[src/latency_sync_pkg.sv]
// Shared constants, phase table and helper functions for the latency alignment link
package latency_sync_pkg;
  // Link and data widths
  localparam int DATA_W = 16;
  localparam int CFG_AW = 7;
  localparam int CFG_DW = 8;
  // Converter register map
  localparam logic [6:0] SYNC_CTRL_ADDR = 7'h05;
  localparam logic [6:0] PHASE_READOUT_ADDR = 7'h06;
  localparam logic [7:0] SYNC_CTRL_RESET = 8'h00;
  localparam logic [7:0] PHASE_READOUT_RESET = 8'h00;
  localparam int PS_LSB = 0;
  localparam int MANUAL_BIT = 2;
  // Phase comparator geometry: four sample cycles per data clock, five delay bins per cycle
  localparam int PHASE_GROUPS = 4;
  localparam int DELAY_BINS = 5;
  localparam int BIN_TENTHS = 2;
  localparam int LATE_BIN_MIN = 3;
  localparam int MISMATCH_LIMIT_TENTHS = 4;
  localparam logic [1:0] LOAD_OFFSET = 2'h2;
  localparam logic [7:0] PHASE_CODE [PHASE_GROUPS*DELAY_BINS] = '{
    8'h03, 8'h04, 8'h05, 8'h15, 8'h25,
    8'h35, 8'h45, 8'h55, 8'h54, 8'h53,
    8'h52, 8'h51, 8'h50, 8'h40, 8'h30,
    8'h20, 8'h10, 8'h00, 8'h01, 8'h02};
  localparam logic [1:0] PS_DEFAULT [PHASE_GROUPS] = '{2'h2, 2'h0, 2'h1, 2'h3};
  // Timing counts in hclk cycles
  localparam int SAMPLE_SUBSTEPS = 5;
  localparam int DCLK_HALF = 10;
  localparam int MONITOR_INTERVAL = 1000;
  // Host register map on the AHB-Lite side
  localparam logic [7:0] HOST_CTRL_OFS = 8'h00;
  localparam logic [7:0] HOST_REF_OFS = 8'h04;
  localparam logic [7:0] HOST_STATUS_OFS = 8'h08;
  localparam logic [7:0] HOST_DIRECT_OFS = 8'h0c;
  localparam int CTRL_GO_BIT = 0;
  localparam int CTRL_MON_BIT = 1;

  // Readout code of a phase group and delay bin
  function automatic logic [7:0] phase_code(input logic [1:0] grp, input logic [2:0] bin);
    phase_code = PHASE_CODE[int'(grp) * DELAY_BINS + int'(bin)];
  endfunction

  // Reverse lookup: {found, group, bin}
  function automatic logic [5:0] phase_decode(input logic [7:0] code);
    phase_decode = 6'h00;
    for (int i = 0; i < PHASE_GROUPS*DELAY_BINS; i++)
    begin
      if (PHASE_CODE[i] == code)
      begin
        phase_decode = {1'b1, 2'(i / DELAY_BINS), 3'(i % DELAY_BINS)};
      end
    end
  endfunction

  // Phase group whose default selection equals ps
  function automatic logic [1:0] ps_slot(input logic [1:0] ps);
    ps_slot = 2'h0;
    for (int i = 0; i < PHASE_GROUPS; i++)
    begin
      if (PS_DEFAULT[i] == ps)
      begin
        ps_slot = 2'(i);
      end
    end
  endfunction
endpackage

[src/sync_link_if.sv]
// Link between the converter synchronizer and its host: data clock, data ports, config port
`timescale 1ns/1ps
interface sync_link_if #(parameter int DW = 16);
  logic data_clock_input;
  logic [DW-1:0] first_data_port;
  logic [DW-1:0] second_data_port;
  logic cfg_req;
  logic cfg_we;
  logic [6:0] cfg_addr;
  logic [7:0] cfg_wdata;
  logic cfg_ack;
  logic [7:0] cfg_rdata;

  modport dev (
    input data_clock_input, first_data_port, second_data_port,
    input cfg_req, cfg_we, cfg_addr, cfg_wdata,
    output cfg_ack, cfg_rdata
  );

  modport host (
    output data_clock_input, first_data_port, second_data_port,
    output cfg_req, cfg_we, cfg_addr, cfg_wdata,
    input cfg_ack, cfg_rdata
  );
endinterface

[src/dac_sync_host.sv]
// Host end: data clock divider, sample feed, AHB-Lite registers and the alignment sequencer
`timescale 1ns/1ps
module dac_sync_host
  import latency_sync_pkg::*;
#(
  parameter int DW = DATA_W,
  parameter int HALF = DCLK_HALF,
  parameter int MON_CYCLES = MONITOR_INTERVAL
)
(
  input wire logic hclk,
  input wire logic hresetn,
  input wire logic hsel,
  input wire logic [31:0] haddr,
  input wire logic [1:0] htrans,
  input wire logic hwrite,
  input wire logic [2:0] hsize,
  input wire logic [31:0] hwdata,
  input wire logic hready,
  output logic hreadyout,
  output logic hresp,
  output logic [31:0] hrdata,
  input wire logic [DW-1:0] sample_a_in,
  input wire logic [DW-1:0] sample_b_in,
  output logic sample_taken,
  sync_link_if.host link
);
  typedef enum logic [4:0] {
    S_IDLE = 5'b00001, S_READ = 5'b00010, S_DECIDE = 5'b00100, S_WRITE = 5'b01000, S_WAIT = 5'b10000
  } host_state_t;

  // Divider and sample feed; data changes on the falling data clock so the rise sees it settled
  logic [15:0] div_q, div_d;
  logic dck_q, dck_d;
  logic [DW-1:0] pa_q, pa_d, pb_q, pb_d;
  logic taken_q, taken_d;
  logic div_end;
  assign div_end = (div_q == 16'(HALF - 1));

  always_comb
  begin
    div_d = div_end ? 16'h0000 : div_q + 16'h0001;
    dck_d = div_end ? ~dck_q : dck_q;
    pa_d = pa_q;
    pb_d = pb_q;
    taken_d = 1'b0;
    if (div_end && dck_q)
    begin
      pa_d = sample_a_in;
      pb_d = sample_b_in;
      taken_d = 1'b1;
    end
  end

  always_ff @(posedge hclk or negedge hresetn)
  begin
    if (!hresetn)
    begin
      div_q <= 16'h0000;
      dck_q <= 1'b0;
      pa_q <= '0;
      pb_q <= '0;
      taken_q <= 1'b0;
    end
    else
    begin
      div_q <= div_d;
      dck_q <= dck_d;
      pa_q <= pa_d;
      pb_q <= pb_d;
      taken_q <= taken_d;
    end
  end

  // AHB-Lite slave, zero wait states; writes land in the data phase
  logic wr_q, wr_d;
  logic [7:0] waddr_q, waddr_d;
  logic [31:0] rd_q, rd_d;
  logic mon_q, mon_d, go_q, go_d, direct_q, direct_d;
  logic [4:0] ref_q, ref_d;
  logic [7:0] direct_val_q, direct_val_d;
  logic [7:0] code_q, code_d;
  logic [1:0] ps_q, ps_d;
  logic late_q, late_d;
  host_state_t st_q, st_d;
  logic req_q, req_d, we_q, we_d;
  logic [6:0] addr_q, addr_d;
  logic [7:0] wd_q, wd_d;
  logic [15:0] mon_cnt_q, mon_cnt_d;
  logic [5:0] dec;
  logic [5:0] delay_t;
  logic is_late;
  logic addr_phase;
  logic start;

  assign addr_phase = hsel & htrans[1] & hready;
  assign dec = phase_decode(code_q);
  assign delay_t = 6'(int'(dec[2:0]) * BIN_TENTHS + 1);
  // Late: decoded delay beyond the reference by more than 0.4 cycles, in a correctable bin
  assign is_late = dec[5] && (dec[2:0] >= 3'(LATE_BIN_MIN))
    && (delay_t > 6'(int'(ref_q) + MISMATCH_LIMIT_TENTHS));
  assign start = (st_q == S_IDLE) && (go_q || direct_q);

  always_comb
  begin
    wr_d = addr_phase & hwrite;
    waddr_d = addr_phase ? haddr[7:0] : waddr_q;
    rd_d = rd_q;
    mon_d = mon_q;
    ref_d = ref_q;
    direct_val_d = direct_val_q;
    // Sequencer start clears the request, a new write in the same cycle wins
    go_d = go_q & ~(start & ~direct_q);
    direct_d = direct_q & ~start;
    if (addr_phase && !hwrite)
    begin
      unique case (haddr[7:0])
        HOST_CTRL_OFS: rd_d = {30'h0, mon_q, 1'b0};
        HOST_REF_OFS: rd_d = {27'h0, ref_q};
        HOST_STATUS_OFS: rd_d = {14'h0, ps_q, code_q, 5'h0, late_q, dec[5], st_q != S_IDLE};
        default: rd_d = 32'h0;
      endcase
    end
    if (wr_q)
    begin
      if (waddr_q == HOST_CTRL_OFS)
      begin
        mon_d = hwdata[CTRL_MON_BIT];
        go_d = go_d | hwdata[CTRL_GO_BIT];
      end
      if (waddr_q == HOST_REF_OFS)
      begin
        ref_d = hwdata[4:0];
      end
      if (waddr_q == HOST_DIRECT_OFS)
      begin
        direct_val_d = hwdata[7:0];
        direct_d = 1'b1;
      end
    end
  end

  // Sequencer: read readout, decide, write correction, optionally keep watching
  always_comb
  begin
    st_d = st_q;
    req_d = 1'b0;
    we_d = we_q;
    addr_d = addr_q;
    wd_d = wd_q;
    code_d = code_q;
    ps_d = ps_q;
    late_d = late_q;
    mon_cnt_d = mon_cnt_q;
    unique case (st_q)
      S_IDLE:
      begin
        if (direct_q)
        begin
          {req_d, we_d, addr_d, wd_d} = {2'h3, SYNC_CTRL_ADDR, direct_val_q};
          ps_d = direct_val_q[PS_LSB+1:PS_LSB];
          st_d = S_WRITE;
        end
        else if (go_q)
        begin
          {req_d, we_d, addr_d} = {2'h2, PHASE_READOUT_ADDR};
          st_d = S_READ;
        end
      end
      S_READ:
      begin
        if (link.cfg_ack)
        begin
          code_d = link.cfg_rdata;
          st_d = S_DECIDE;
        end
      end
      S_DECIDE:
      begin
        late_d = is_late;
        if (is_late)
        begin
          // Adopt the next group's default, e.g. readout 0x25 moves 10 to 00
          ps_d = PS_DEFAULT[dec[4:3] + 2'h1];
          wd_d = 8'h00;
          wd_d[MANUAL_BIT] = 1'b1;
          wd_d[PS_LSB+1:PS_LSB] = PS_DEFAULT[dec[4:3] + 2'h1];
          {req_d, we_d, addr_d} = {2'h3, SYNC_CTRL_ADDR};
          st_d = S_WRITE;
        end
        else
        begin
          st_d = mon_q ? S_WAIT : S_IDLE;
        end
        mon_cnt_d = 16'h0000;
      end
      S_WRITE:
      begin
        if (link.cfg_ack)
        begin
          st_d = mon_q ? S_WAIT : S_IDLE;
        end
        mon_cnt_d = 16'h0000;
      end
      S_WAIT:
      begin
        // Drift can move the phase, so the readout is polled again
        mon_cnt_d = mon_cnt_q + 16'h0001;
        if (!mon_q || direct_q)
        begin
          st_d = S_IDLE;
        end
        else if (mon_cnt_q == 16'(MON_CYCLES - 1))
        begin
          {req_d, we_d, addr_d} = {2'h2, PHASE_READOUT_ADDR};
          st_d = S_READ;
        end
      end
    endcase
  end

  always_ff @(posedge hclk or negedge hresetn)
  begin
    if (!hresetn)
    begin
      {wr_q, waddr_q, rd_q, mon_q, go_q, direct_q, ref_q, direct_val_q} <= '0;
      {code_q, ps_q, late_q, req_q, we_q, addr_q, wd_q, mon_cnt_q} <= '0;
      st_q <= S_IDLE;
    end
    else
    begin
      {wr_q, waddr_q, rd_q, mon_q, go_q, direct_q, ref_q, direct_val_q} <=
        {wr_d, waddr_d, rd_d, mon_d, go_d, direct_d, ref_d, direct_val_d};
      {code_q, ps_q, late_q, req_q, we_q, addr_q, wd_q, mon_cnt_q} <=
        {code_d, ps_d, late_d, req_d, we_d, addr_d, wd_d, mon_cnt_d};
      st_q <= st_d;
    end
  end

  assign hreadyout = 1'b1;
  assign hresp = 1'b0;
  assign hrdata = rd_q;
  assign sample_taken = taken_q;
  assign link.data_clock_input = dck_q;
  assign link.first_data_port = pa_q;
  assign link.second_data_port = pb_q;
  assign link.cfg_req = req_q;
  assign link.cfg_we = we_q;
  assign link.cfg_addr = addr_q;
  assign link.cfg_wdata = wd_q;
endmodule

[src/flat_wrapper.sv]
// flat-port wrapper written by rule: the top's interface ports become plain ports
module dac_sync_host_flat import latency_sync_pkg::*;
#(
  parameter int DW = DATA_W,
  parameter int HALF = DCLK_HALF,
  parameter int MON_CYCLES = MONITOR_INTERVAL
)
  (hclk, hresetn, hsel, haddr, htrans, hwrite, hsize, hwdata, hready, hreadyout, hresp, hrdata, sample_a_in, sample_b_in, sample_taken, link_data_clock_input, link_first_data_port, link_second_data_port, link_cfg_req, link_cfg_we, link_cfg_addr, link_cfg_wdata, link_cfg_ack, link_cfg_rdata);
  sync_link_if #(.DW(DW)) link_i ();
  input wire logic hclk;
  input wire logic hresetn;
  input wire logic hsel;
  input wire logic [31:0] haddr;
  input wire logic [1:0] htrans;
  input wire logic hwrite;
  input wire logic [2:0] hsize;
  input wire logic [31:0] hwdata;
  input wire logic hready;
  output logic hreadyout;
  output logic hresp;
  output logic [31:0] hrdata;
  input wire logic [DW-1:0] sample_a_in;
  input wire logic [DW-1:0] sample_b_in;
  output logic sample_taken;
  output wire logic [$bits(link_i.data_clock_input)-1:0] link_data_clock_input;
  output wire logic [$bits(link_i.first_data_port)-1:0] link_first_data_port;
  output wire logic [$bits(link_i.second_data_port)-1:0] link_second_data_port;
  output wire logic [$bits(link_i.cfg_req)-1:0] link_cfg_req;
  output wire logic [$bits(link_i.cfg_we)-1:0] link_cfg_we;
  output wire logic [$bits(link_i.cfg_addr)-1:0] link_cfg_addr;
  output wire logic [$bits(link_i.cfg_wdata)-1:0] link_cfg_wdata;
  input wire logic [$bits(link_i.cfg_ack)-1:0] link_cfg_ack;
  input wire logic [$bits(link_i.cfg_rdata)-1:0] link_cfg_rdata;
  assign link_data_clock_input = link_i.data_clock_input;
  assign link_first_data_port = link_i.first_data_port;
  assign link_second_data_port = link_i.second_data_port;
  assign link_cfg_req = link_i.cfg_req;
  assign link_cfg_we = link_i.cfg_we;
  assign link_cfg_addr = link_i.cfg_addr;
  assign link_cfg_wdata = link_i.cfg_wdata;
  assign link_i.cfg_ack = link_cfg_ack;
  assign link_i.cfg_rdata = link_cfg_rdata;
  dac_sync_host #(.DW(DW), .HALF(HALF), .MON_CYCLES(MON_CYCLES)) u_core (.hclk(hclk), .hresetn(hresetn), .hsel(hsel), .haddr(haddr), .htrans(htrans), .hwrite(hwrite), .hsize(hsize), .hwdata(hwdata), .hready(hready), .hreadyout(hreadyout), .hresp(hresp), .hrdata(hrdata), .sample_a_in(sample_a_in), .sample_b_in(sample_b_in), .sample_taken(sample_taken), .link(link_i));
endmodule
[config.mk]
export PLATFORM = sky130hd
export DESIGN_NAME = dac_sync_host_flat
export DESIGN_NICKNAME = d
export VERILOG_FILES = /design/src/latency_sync_pkg.sv /design/src/sync_link_if.sv /design/src/dac_sync_host.sv /design/src/flat_wrapper.sv
export SDC_FILE = /design/constraint.sdc
export NUM_CORES = 1
export LEC_CHECK = 0
export BUFFER_PORTS_ARGS = -buffer_cell sky130_fd_sc_hd__buf_2
export CAP_MARGIN = 0
export CORE_MARGIN = 3
export CORE_UTILIZATION = 41
export DETAILED_ROUTE_END_ITERATION = 6
export PLACE_DENSITY = 0.73
export RECOVER_POWER = 100
export SKIP_LAST_GASP = 1
export SLEW_MARGIN = 25
export SYNTH_ARGS = -nofsm -noshare
export SYNTH_HDL_FRONTEND = slang
export SYNTH_SLANG_ARGS = --single-unit
[constraint.sdc]
create_clock -name hclk -period 3.9 [get_ports hclk]
set_clock_uncertainty 0.05 [all_clocks]
set_input_delay 0.39 -clock hclk [delete_from_list [all_inputs] [get_ports hclk]]
set_output_delay 0.39 -clock hclk [all_outputs]
set_load 0.02 [all_outputs]
==> run_summary.xml <==
<?xml version="1.0" encoding="UTF-8"?>
<metrics>
  <group name="status">
    <metric name="outcome" unit="">finished, final reports clean</metric>
  </group>
  <group name="floorplan">
    <metric name="floorplan.die.height" unit="um">129</metric>
    <metric name="core_area" unit="um2">14700</metric>
    <metric name="die-width" unit="um">129</metric>
    <metric name="floorplan.initialDensity" unit="%">42.3</metric>
    <metric name="pin_count" unit="">200</metric>
    <metric name="fp-row-count" unit="">44</metric>
    <metric name="total_die_area" unit="um2">16700</metric>
  </group>
  <group name="synth">
    <metric name="synth_top_cells_by_count" unit="">sky130_fd_sc_hd__dfrtp_1, sky130_fd_sc_hd__nand2_1, sky130_fd_sc_hd__nor2_1</metric>
    <metric name="synthAdderAreaFrac" unit="%">1.57</metric>
    <metric name="yosys-top-cells-area" unit="">sky130_fd_sc_hd__dfrtp_1, sky130_fd_sc_hd__nand2_1, sky130_fd_sc_hd__mux2_2</metric>
    <metric name="synth-compound-area-share" unit="%">8.33</metric>
    <metric name="synthesis.area" unit="um2">6220</metric>
    <metric name="ys.warnings.count" unit="">0</metric>
    <metric name="most_frequent_cell_after_synthesis" unit="">sky130_fd_sc_hd__dfrtp_1</metric>
    <metric name="synth-edff-count" unit="">0</metric>
    <metric name="post_synth_inst_count" unit="">616</metric>
    <metric name="postSynth.asyncResetShare" unit="%">100</metric>
    <metric name="synth-xor-area-share" unit="%">4.09</metric>
    <metric name="synth.area.mux_share" unit="%">6.30</metric>
    <metric name="synth_seq_cells" unit="">132</metric>
    <metric name="synth-main-ff-cell" unit="">sky130_fd_sc_hd__dfrtp_1</metric>
    <metric name="seq_area_frac_synth" unit="%">53.2</metric>
    <metric name="synth-simple-area-share" unit="%">20.6</metric>
    <metric name="synth_area_per_cell" unit="um2">10.1</metric>
    <metric name="synth_largest_area_cell" unit="">sky130_fd_sc_hd__dfrtp_1</metric>
    <metric name="netlist-cell-type-count" unit="">66</metric>
    <metric name="synth_top_family_by_area" unit="">simple AND/OR/NAND/NOR gates</metric>
    <metric name="synth.top_cell.area_share" unit="%">52.7</metric>
  </group>
  <group name="clocking">
    <metric name="numClockSinks" unit="">132</metric>
    <metric name="cts_resized" unit="">0</metric>
    <metric name="post_cts.repair.setup_buffers" unit="">0</metric>
    <metric name="cts_buffer_depth" unit="">2</metric>
    <metric name="clk_pin_slew" unit="ns">0.06</metric>
    <metric name="ctsHoldBuffers" unit="">1</metric>
    <metric name="clk-insertion-delay-late" unit="ns">0.41</metric>
    <metric name="numCtsBuffers" unit="">17</metric>
    <metric name="cts_tree" unit="">yes</metric>
    <metric name="clockRootBuffer" unit="">sky130_fd_sc_hd__clkbuf_16</metric>
    <metric name="h-tree-depth" unit="">4</metric>
  </group>
  <group name="pwr">
    <metric name="worst_ir_drop_vdd" unit="uV">305</metric>
    <metric name="power.total" unit="W">0.00383</metric>
    <metric name="power.density" unit="nW/um2">528</metric>
    <metric name="p_leak" unit="nW">3.46</metric>
  </group>
  <group name="global_routing">
    <metric name="via_count_of_the_first_global_routing_pass" unit="">4675</metric>
    <metric name="grt_max_degree" unit="">59</metric>
    <metric name="grt-ovfl-total" unit="">0</metric>
    <metric name="grt_pass1_wl" unit="um">22600</metric>
    <metric name="grt_antenna_before_repair" unit="">0</metric>
    <metric name="grt_use_total" unit="%">16.9</metric>
  </group>
  <group name="drt">
    <metric name="wl_per_cell" unit="um">14.5</metric>
    <metric name="via_count" unit="">4717</metric>
    <metric name="routed_wirelength" unit="um">13500</metric>
    <metric name="drtIter0Drc" unit="">356</metric>
    <metric name="drtAntennaViolNets" unit="">0</metric>
    <metric name="first_pass_iters" unit="">5</metric>
    <metric name="drcViolationCount" unit="">0</metric>
    <metric name="via_density_per_instance" unit="">5.08</metric>
  </group>
  <group name="setup_path">
    <metric name="critPathMaxStageDelay" unit="ns">0.51</metric>
    <metric name="timing.critical_path.slowest_stage_cell" unit="">sky130_fd_sc_hd__dfrtp_1</metric>
    <metric name="worstPathMaxFanout" unit="">12</metric>
    <metric name="worst_ep_arrival_time" unit="ns">3.54</metric>
    <metric name="crit_required" unit="ns">4.14</metric>
    <metric name="critPathLaunchType" unit="">register</metric>
    <metric name="worstSetupEndpointType" unit="">register</metric>
    <metric name="cp_cell_sequence" unit="">or3_1 -&gt; a2111oi_0 -&gt; ha_1 -&gt; nor2b_1 -&gt; o21a_1 -&gt; o221ai_1 -&gt; nor3_1 -&gt; a21o_1 -&gt; mux2_2</metric>
    <metric name="critPathKind" unit="">reg2reg</metric>
  </group>
  <group name="sta">
    <metric name="timing.final.crit_share" unit="%">84.7</metric>
    <metric name="slew_headroom" unit="%">5.25</metric>
    <metric name="grt_setup_unrepaired" unit="">no</metric>
    <metric name="fmaxAchievable" unit="MHz">303</metric>
    <metric name="finalMaxSlewViolations" unit="">0</metric>
    <metric name="worst_slew_pin_slew" unit="ns">1.42</metric>
    <metric name="setup_tns" unit="ns">0</metric>
    <metric name="report.final.hold_viol_count" unit="">0</metric>
    <metric name="hold_ws" unit="ns">0.117</metric>
    <metric name="final_min_period" unit="ns">3.30</metric>
    <metric name="final_number_of_setup_violating_endpoints" unit="">0</metric>
  </group>
  <group name="finish">
    <metric name="layout.nets" unit="">857</metric>
    <metric name="n_antenna_cell" unit="">0</metric>
    <metric name="final_layout_size_suffix_gt1_share" unit="%">17.4</metric>
    <metric name="final_design_area_no_fill" unit="um2">7260</metric>
    <metric name="area_growth_syn_to_layout" unit="%">16.7</metric>
  </group>
  <group name="placement">
    <metric name="place_hpwl" unit="um">9480</metric>
    <metric name="placedInstanceArea" unit="um2">6890</metric>
    <metric name="finalWeightedCongestion" unit="">0.810</metric>
    <metric name="port_buffers" unit="">124</metric>
  </group>
  <group name="hold_path">
    <metric name="holdCritPathClass" unit="">in2reg</metric>
  </group>
  <group name="flow_run">
    <metric name="timing.max_cap.violations" unit="">0</metric>
  </group>
</metrics>
## cells in the final DEF, fill, tap and decap left out, types with 3 or more instances in the layout
cell type                     n
sky130_fd_sc_hd__a21o_1       5
sky130_fd_sc_hd__a21oi_1      7
sky130_fd_sc_hd__a22o_1      13
sky130_fd_sc_hd__a22oi_1      3
sky130_fd_sc_hd__and3_1       6
sky130_fd_sc_hd__buf_2       61
sky130_fd_sc_hd__clkbuf_1    68
sky130_fd_sc_hd__clkbuf_16   17
sky130_fd_sc_hd__clkbuf_2     3
sky130_fd_sc_hd__clkinv_2     4
sky130_fd_sc_hd__conb_1      23
sky130_fd_sc_hd__dfrtp_1    131
sky130_fd_sc_hd__ha_1         7
sky130_fd_sc_hd__inv_1       15
sky130_fd_sc_hd__mux2_2      33
sky130_fd_sc_hd__nand2_1    130
sky130_fd_sc_hd__nand2b_1     4
sky130_fd_sc_hd__nand3_1     17
sky130_fd_sc_hd__nand4_1     13
sky130_fd_sc_hd__nor2_1      53
sky130_fd_sc_hd__nor2b_1      6
sky130_fd_sc_hd__nor3_1       9
sky130_fd_sc_hd__nor4_1       8
sky130_fd_sc_hd__o21ai_0     23
sky130_fd_sc_hd__o22ai_1      3
sky130_fd_sc_hd__o31ai_1      3
sky130_fd_sc_hd__or2_2        4
sky130_fd_sc_hd__or3_1        4
sky130_fd_sc_hd__xnor2_1     13
sky130_fd_sc_hd__xor2_1      16
## kinds of logic after synthesis
group / after synthesis
flops: 132
mux: 35
xor+xnor: 29
buf+inv: 66
compound gates: 75
fa+ha+maj: 8
other cells: 2
simple gates: 269
## flip-flops by register name (all words and copies together) (netlist names), 3 cells and up
name	count
u_core.link.cfg_addr	3
u_core.link.cfg_wdata	8
u_core.link.first_data_port	16
u_core.code_q	8
u_core.direct_val_q	8
u_core.st_q	5
u_core.waddr_q	8
u_core.div_q	16
u_core.hrdata	15
u_core.ref_q	5
u_core.link.second_data_port	16
u_core.mon_cnt_q	16
## area by class of cell
class	instances	area (um2)
sequential	132	3300
clock buffer	23	458
fill	1385	7440
inverter	15	56.3
multi-input combinational	439	2570
clock inverter	6	57.6
timing repair buffer	130	582
tap	184	230
## worst max-delay path, delay by kind of cell, from the launching register on
family	cells	cell delay [ns]
AO/OA/AOI/OAI	4	0.99
AND/OR/NAND/NOR	3	1.03
flip-flops	1	0.51
adder cells (fa/ha/maj)	1	0.21
multiplexers	1	0.39
## layer usage
layer / GRT usage, % / up-vias / routed length, um
met3: 6.43 / 17 / 992
met4: 4.94 / 0 / 173
li1: - / 2282 / -
met1: 22.1 / 2270 / 6040
met5: 0 / - / 0
met2: 26.3 / 148 / 6250
## stage by stage
step	setup WS, ns	std cells	util [%]
final	0.596	929	49.4
after global routing	0.349	929	49.4
after CTS	0.765	929	50.5
after detailed placement	0.772	899	46.9
after global placement	0.819	899	46.9
after floorplan	0.909	637	-
## power breakdown
group          switching, W  internal, W
registers          0.000211      0.00149
clock network      0.000541     0.000876
logic              0.000399     0.000313
## final timing paths
check                                                 end             start  slack [ns]  depth (start not counted)
setup / recovery                 u_core.link.cfg_wdata[1]  u_core.code_q[5]        0.60                          9
max in group asynchronous                u_core.hrdata[8]           hresetn        0.98                          3
hold / removal             u_core.link.first_data_port[6]    sample_a_in[6]        0.12                          3
hold reg to reg                          u_core.div_q[15]  u_core.div_q[15]        0.42                          1
setup reg to reg                 u_core.link.cfg_wdata[1]  u_core.code_q[5]        0.60                          9
min in group asynchronous  u_core.link.first_data_port[1]           hresetn        0.76                          2
(Power assumes the default switching activity.)
